$ cat src/ppe_defines.svh
// Purpose: Constants for the parallel program/erase control block.
// Assumes: 40 MHz clock; memory controllers outside answer with done pulses.
// Notes:   Included by the package-using design files.
`ifndef PPE_DEFINES_SVH
`define PPE_DEFINES_SVH
`define PPE_CMD_W         8
`define PPE_CMD_CHIP_ERASE 8'h80
`define PPE_CMD_WR_FLASH  8'h10
`define PPE_CMD_WR_EEPROM 8'h11
`define PPE_CMD_RD_FLASH  8'h02
`define PPE_CMD_RD_EEPROM 8'h03
`define PPE_CMD_RD_SIG    8'h08
`define PPE_ERASED_BYTE   8'hFF
`define PPE_LOCK_W        8
`define PPE_LOCK_RESET    8'hFF
`define PPE_LOCK_ERASED   8'hFF
`endif

$ cat src/ppe_pkg.sv
// Purpose: Types shared by the program/erase control block.
// Assumes: Constants come from ppe_defines.svh.
// Notes:   States are one-hot.
package ppe_pkg;
  typedef enum logic [3:0] {
    PPE_IDLE      = 4'h1,
    PPE_ER_FLASH  = 4'h2,
    PPE_ER_EEPROM = 4'h4,
    PPE_ER_LOCK   = 4'h8
  } ppe_state_type;
endpackage

$ cat src/ppe_sync.sv
// Purpose: Two-stage synchroniser for one pin input.
// Assumes: Input is asynchronous to clk.
// Notes:   Stage one feeds only stage two.
module ppe_sync (
  input  wire logic clk,     // System clock.
  input  wire logic reset_n, // Asynchronous reset, active low.
  input  wire logic d,       // Asynchronous input.
  output logic      q        // Synchronised output.
);
  logic meta;

  always_ff @(posedge clk or negedge reset_n) begin
    if (!reset_n) begin
      meta <= 1'b0;
      q    <= 1'b0;
    end else begin
      meta <= d;
      q    <= meta;
    end
  end
endmodule

$ cat src/ppe_ctrl.sv
// Purpose: Command/address retention and chip erase sequencing of the parallel programming port.
// Assumes: Load strobes and data come from external pins; erase engines answer with done pulses.
// Notes:   Load strobes are levels on pins; each rising edge after synchronising is one load while idle.
// How it works
// - Loaded command kept for many accesses.
// - High address byte kept across accesses.
// - Same retention applies to signature reads.
// - Chip erase clears flash, lock bits, and EEPROM unless the keep fuse is programmed.
// - Lock bits released after flash erase completes.
// - Chip erase never touches fuse bits.
// - Keep fuse programmed preserves EEPROM contents.
// - Command and address held until reloaded.
`include "ppe_defines.svh"
module ppe_ctrl
  import ppe_pkg::*;
(
  input  wire logic                   clk,              // 40 MHz system clock.
  input  wire logic                   reset_n,          // Asynchronous reset, active low.
  input  wire logic                   load_cmd_pin,     // Pin: rising edge loads command.
  input  wire logic                   load_addr_lo_pin, // Pin: rising edge loads low address byte.
  input  wire logic                   load_addr_hi_pin, // Pin: rising edge loads high address byte.
  input  wire logic [7:0]             data_pin,         // Pin: command or address byte.
  input  wire logic                   eeprom_keep_fuse, // Fuse level, 1 when programmed.
  input  wire logic                   flash_erase_done, // Pulse: flash erase finished.
  input  wire logic                   eeprom_erase_done,// Pulse: EEPROM erase finished.
  output logic [`PPE_CMD_W-1:0]       cmd,              // Retained command.
  output logic [15:0]                 addr,             // Retained address, high then low byte.
  output logic                        flash_erase_req,  // Level: flash erase in progress.
  output logic                        eeprom_erase_req, // Level: EEPROM erase in progress.
  output logic [`PPE_LOCK_W-1:0]      lock_bits,        // Lock bits, all ones when unprogrammed.
  output logic                        erase_busy        // Level: chip erase sequence running.
);
  typedef struct packed {
    ppe_state_type          state;
    logic [`PPE_CMD_W-1:0]  cmd;
    logic [15:0]            addr;
    logic                   flash_req;
    logic                   eeprom_req;
    logic [`PPE_LOCK_W-1:0] lock;
    logic                   busy;
    logic                   cmd_prev;
    logic                   lo_prev;
    logic                   hi_prev;
    logic [7:0]             data_s1;
    logic [7:0]             data_s2;
  } ppe_regs_type;

  ppe_regs_type r;
  ppe_regs_type next_r;
  logic         cmd_s;
  logic         lo_s;
  logic         hi_s;
  logic         cmd_edge;
  logic         lo_edge;
  logic         hi_edge;

  ppe_sync u_sync_cmd (.clk(clk), .reset_n(reset_n), .d(load_cmd_pin),     .q(cmd_s));
  ppe_sync u_sync_lo  (.clk(clk), .reset_n(reset_n), .d(load_addr_lo_pin), .q(lo_s));
  ppe_sync u_sync_hi  (.clk(clk), .reset_n(reset_n), .d(load_addr_hi_pin), .q(hi_s));

  assign cmd_edge = cmd_s & ~r.cmd_prev;
  assign lo_edge  = lo_s & ~r.lo_prev;
  assign hi_edge  = hi_s & ~r.hi_prev;

  always_comb begin
    next_r          = r;
    next_r.cmd_prev = cmd_s;
    next_r.lo_prev  = lo_s;
    next_r.hi_prev  = hi_s;
    // The data bus settles well before a strobe; two stages match the strobe delay.
    next_r.data_s1  = data_pin;
    next_r.data_s2  = r.data_s1;

    // Loads are refused while an erase runs so the sequence cannot be corrupted.
    if (r.state == PPE_IDLE) begin
      if (cmd_edge) begin
        next_r.cmd = r.data_s2;
      end
      if (lo_edge) begin
        next_r.addr[7:0] = r.data_s2;
      end
      if (hi_edge) begin
        // Only this load changes the window, so any access kind reuses it.
        next_r.addr[15:8] = r.data_s2;
      end
    end

    case (r.state)
      PPE_IDLE: begin
        if (cmd_edge && r.data_s2 == `PPE_CMD_CHIP_ERASE) begin
          next_r.state     = PPE_ER_FLASH;
          next_r.flash_req = 1'b1;
          next_r.busy      = 1'b1;
        end
      end
      PPE_ER_FLASH: begin
        if (flash_erase_done) begin
          next_r.flash_req = 1'b0;
          if (eeprom_keep_fuse) begin
            next_r.state = PPE_ER_LOCK;
          end else begin
            next_r.state      = PPE_ER_EEPROM;
            next_r.eeprom_req = 1'b1;
          end
        end
      end
      PPE_ER_EEPROM: begin
        if (eeprom_erase_done) begin
          next_r.eeprom_req = 1'b0;
          next_r.state      = PPE_ER_LOCK;
        end
      end
      PPE_ER_LOCK: begin
        // Reached only after flash done; no fuse output exists, so fuses stay as they are.
        next_r.lock  = `PPE_LOCK_ERASED;
        next_r.busy  = 1'b0;
        next_r.state = PPE_IDLE;
      end
      default: begin
        next_r.state      = PPE_IDLE;
        next_r.flash_req  = 1'b0;
        next_r.eeprom_req = 1'b0;
        next_r.busy       = 1'b0;
      end
    endcase
  end

  always_ff @(posedge clk or negedge reset_n) begin
    if (!reset_n) begin
      r.state      <= PPE_IDLE;
      r.cmd        <= '0;
      r.addr       <= '0;
      r.flash_req  <= 1'b0;
      r.eeprom_req <= 1'b0;
      r.lock       <= `PPE_LOCK_RESET;
      r.busy       <= 1'b0;
      r.cmd_prev   <= 1'b0;
      r.lo_prev    <= 1'b0;
      r.hi_prev    <= 1'b0;
      r.data_s1    <= '0;
      r.data_s2    <= '0;
    end else begin
      r <= next_r;
    end
  end

  assign cmd              = r.cmd;
  assign addr             = r.addr;
  assign flash_erase_req  = r.flash_req;
  assign eeprom_erase_req = r.eeprom_req;
  assign lock_bits        = r.lock;
  assign erase_busy       = r.busy;
endmodule

$ cat config.mk
export PLATFORM = sky130hd
export DESIGN_NAME = ppe_ctrl
export DESIGN_NICKNAME = d
export VERILOG_FILES = /design/src/ppe_pkg.sv /design/src/ppe_sync.sv /design/src/ppe_ctrl.sv
export VERILOG_INCLUDE_DIRS = /design/src /design/src/src
export SDC_FILE = /design/constraint.sdc
export NUM_CORES = 1
export LEC_CHECK = 0
export ABC_AREA = 0
export BUFFER_PORTS_ARGS = -buffer_cell sky130_fd_sc_hd__buf_2
export CORE_MARGIN = 2
export CORE_UTILIZATION = 55
export CTS_CLUSTER_DIAMETER = 150
export DETAILED_ROUTE_END_ITERATION = 7
export PLACE_DENSITY_LB_ADDON = 0.3
export SLEW_MARGIN = 30
export SYNTH_ARGS = -nofsm -noshare
export SYNTH_HDL_FRONTEND = slang
export SYNTH_SLANG_ARGS = --single-unit
$ cat constraint.sdc
create_clock -name clk -period 4.2 [get_ports clk]
set_clock_uncertainty 0.2 [all_clocks]
set_input_delay 0.21 -clock clk [delete_from_list [all_inputs] [get_ports clk]]
set_output_delay 0.21 -clock clk [all_outputs]
set_load 0.02 [all_outputs]
==> results.md <==
- Status: finished clean
- Hold Vio Cnt, Final: 0
- Synth top area cells: dfrtp_1 (60%), buf_4 (11%), mux2_4 (11%), mux2_2 (4.5%), nand3b_4 (1.8%)
- Post-synth EDFFs: 0
- Top Ports: 51
- Routability cong.: 0.8404
- Initial antenna violation count: 0
- Synthesized-area fraction occupied by adder cells: 0%
- CP startpoint kind: register
- PortBufs: 42
- Slew margin rel.: 55.39%
- Number of remaining DRC errors: 0
- Worst-Skew Late Latency: 0.30 ns
- Post-synthesis cell area: 2277 µm²
- Row cnt: 23
- Simple-gate share of the synthesized area: 7.912%
- Root Driver: clkbuf_8
- Cell taking the most area after synthesis: dfrtp_1
- Clock Sinks: 56
- Compound-Gate Fraction of Synth Area: 3.462%
- Yosys reg bits: 56
- Max cap viols: 0
- Asr flop ratio synth: 100.0%
- Pwr Total: 1.093 mW
- Critical path peak fanout: 8
- First-iteration detailed-routing DRC count: 83
- Final Cycle Share: 46.88%
- GRT Resource Usage Total: 17.04%
- Global-route wire length before repair: 5.589 mm
- Worst EP required: 4.20 ns
- Most frequent cell after synthesis: dfrtp_1
- Via count: 1,199
- Core Region: 4000 µm²
- Wire per inst: 14.77 µm
- Power per cell area: 432.2 nW/µm²
- Share of layout cells above drive strength 1: 40.41%
- Primary FF master, synth: dfrtp_1
- Post-DP HPWL: 2.497 mm
- Xor and xnor area share after synthesis: 0%
- Top cell type's share of synthesized area: 60.44%
- Register area share after synthesis: 61.59%
- Count of unique library cells instantiated by Yosys: 29
- Ant. Diodes: 0
- CTS tree: built
- Mux cell area share after synthesis: 15.00%
- Number of fillers in the final layout: 316
- Die Y: 68.35 µm
- Largest family of logic cells by synthesized area: multiplexers
- H-tree depth: 2
- Synth Warn #: 0
- Syn avg cell area: 14.23 µm²
- Number of hold buffers added after CTS: 12
- Chip width: 68.35 µm
- Fin nets: 208
- RSZ-0062 raised after global routing: false
- Worst Tran Pin Value: 0.6691 ns
- CTS Buf Count: 5
- Via/cell ratio: 4.934
- Final ANT Viol Nets: 0
- Area growth, synth to finish: 11.10%
- Leak pwr: 1.254 nW
- Die area: 4671 µm²
- Drt first pass iters: 4
- Cells after Synth: 160
- Setup TNS: 0 ns
- Max Root-Sink Buffers: 2
- Fmax: 507.9 MHz
- Worst EP arrival: 1.96 ns
- Post-cts resize count: 0
- Clock transition at path regs: 0.09 ns
- Number of max-slew violations in the final report: 0
- Grt ovf: 0
- Clock period minus worst slack: 1.969 ns
- DRT Wirelength: 3.588 mm
- Post-CTS setup buffers: 0
- Setup-failing EPs final: 0
- Endpoint type of the worst setup path: register
- Critical path class: register to register
- Vias in the first global route: 1,184
- Commonest cells in the netlist: dfrtp_1 (55), buf_4 (33), mux2_4 (16)
- Initial Util: 56.93%
- Worst hold path class: primary input to register
- Peak VDD IR: 0.2935 mV
- Pin count of the biggest net entering global routing: 57
state kept, by name, indices dropped and copies added (netlist names):
| name | cells |
|---|---|
| cmd | 8 |
| u_sync_lo.meta | 1 |
| u_sync_lo.q | 1 |
| u_sync_cmd.q | 1 |
| eeprom_erase_req | 1 |
| r | 15 |
| u_sync_hi.q | 1 |
| u_sync_cmd.meta | 1 |
| addr | 16 |
| next_r | 8 |
| flash_erase_req | 1 |
| u_sync_hi.meta | 1 |
| erase_busy | 1 |
where the power goes:
group	total, mW	leakage [nW]	switching, mW	internal, mW
registers	0.615	0.666	0.0275	0.588
logic	0.180	0.543	0.0973	0.0830
clock network	0.298	0.0445	0.164	0.134
critical path: stages, from the launching register on:
cell and delay [ns]:
dfstp_2 0.60, and2b_1 0.17, and2_1 0.31, nand3b_4 0.23, mux2_4 0.35
layout make-up:
cell class	count	area, µm²	share of cell area, %
tap	50	62.56	2.473
clock inverter	1	7.507	0.2967
multi-input combinational	73	630.6	24.93
sequential	56	1403	55.44
timing repair buffer	54	332.8	13.16
clock buffer	7	86.33	3.412
inverter	2	7.507	0.2967
stage by stage:
stage | cells | area (µm²) | setup WS [ns] | hold slack, ns | utilization [%]
floorplan | 167 | 2303 | 2.437 | -0.2856 | -
global placement | 223 | 2313 | 2.305 | 0.1174 | 57.84
detailed placement | 223 | 2316 | 2.252 | 0.09167 | 57.90
CTS | 243 | 2530 | 2.237 | 0.003710 | 63.25
global route | 243 | 2530 | 2.146 | 0.02231 | 63.25
finish | 243 | 2530 | 2.231 | 0.009499 | 63.25
placed cells by master (no fill, tap or decap), drive strengths merged, types with 2 or more instances in the layout:
| cell | count |
|---|---|
| and3 | 2 |
| nand2 | 4 |
| inv | 2 |
| dfrtp | 55 |
| mux2 | 25 |
| nor2b | 3 |
| dlygate4sd3 | 12 |
| nor3 | 2 |
| nor2 | 5 |
| o21ai | 3 |
| and2 | 2 |
| clkbuf | 7 |
| buf | 42 |
| nand3b | 2 |
| o311ai | 2 |
| conb | 8 |
| a21oi | 6 |
path summary, 6_finish.rpt:
path / endpoint / start / slack (ns) / depth (start not counted)
worst min register to register: r[1]$_DFF_PN0_ / next_r[1]$_DFF_PN0_ / 0.15 / 0
worst max-delay path: addr[11]$_DFFE_PN0P_ / r[54]$_DFFE_PN1P_ / 2.23 / 4
worst min-delay path: r[55]$_DFFE_PN0P_ / flash_erase_done / 0.009 / 3
worst max register to register: addr[11]$_DFFE_PN0P_ / r[54]$_DFFE_PN1P_ / 2.23 / 4
max in group asynchronous: r[4]$_DFF_PN0_ / reset_n / 3.08 / 2
min in group asynchronous: cmd[0]$_DFFE_PN0P_ / reset_n / 0.27 / 2
cells by family after synthesis:
group | count (synthesis)
compound gates | 13
buf+inv | 38
flops | 56
mux | 25
other cells | 1
simple gates | 27
per-layer routing:
| layer | vias up | track usage (%) | wire, µm |
|---|---|---|---|
| met5 | - | 0 | 0 |
| met1 | 592 | 21.08 | 1577 |
| met3 | 7 | 3.947 | 169 |
| li1 | 561 | - | - |
| met2 | 39 | 27.43 | 1763 |
| met4 | 0 | 9.750 | 77 |
No activity file was read; power rests on OpenSTA's default activity.
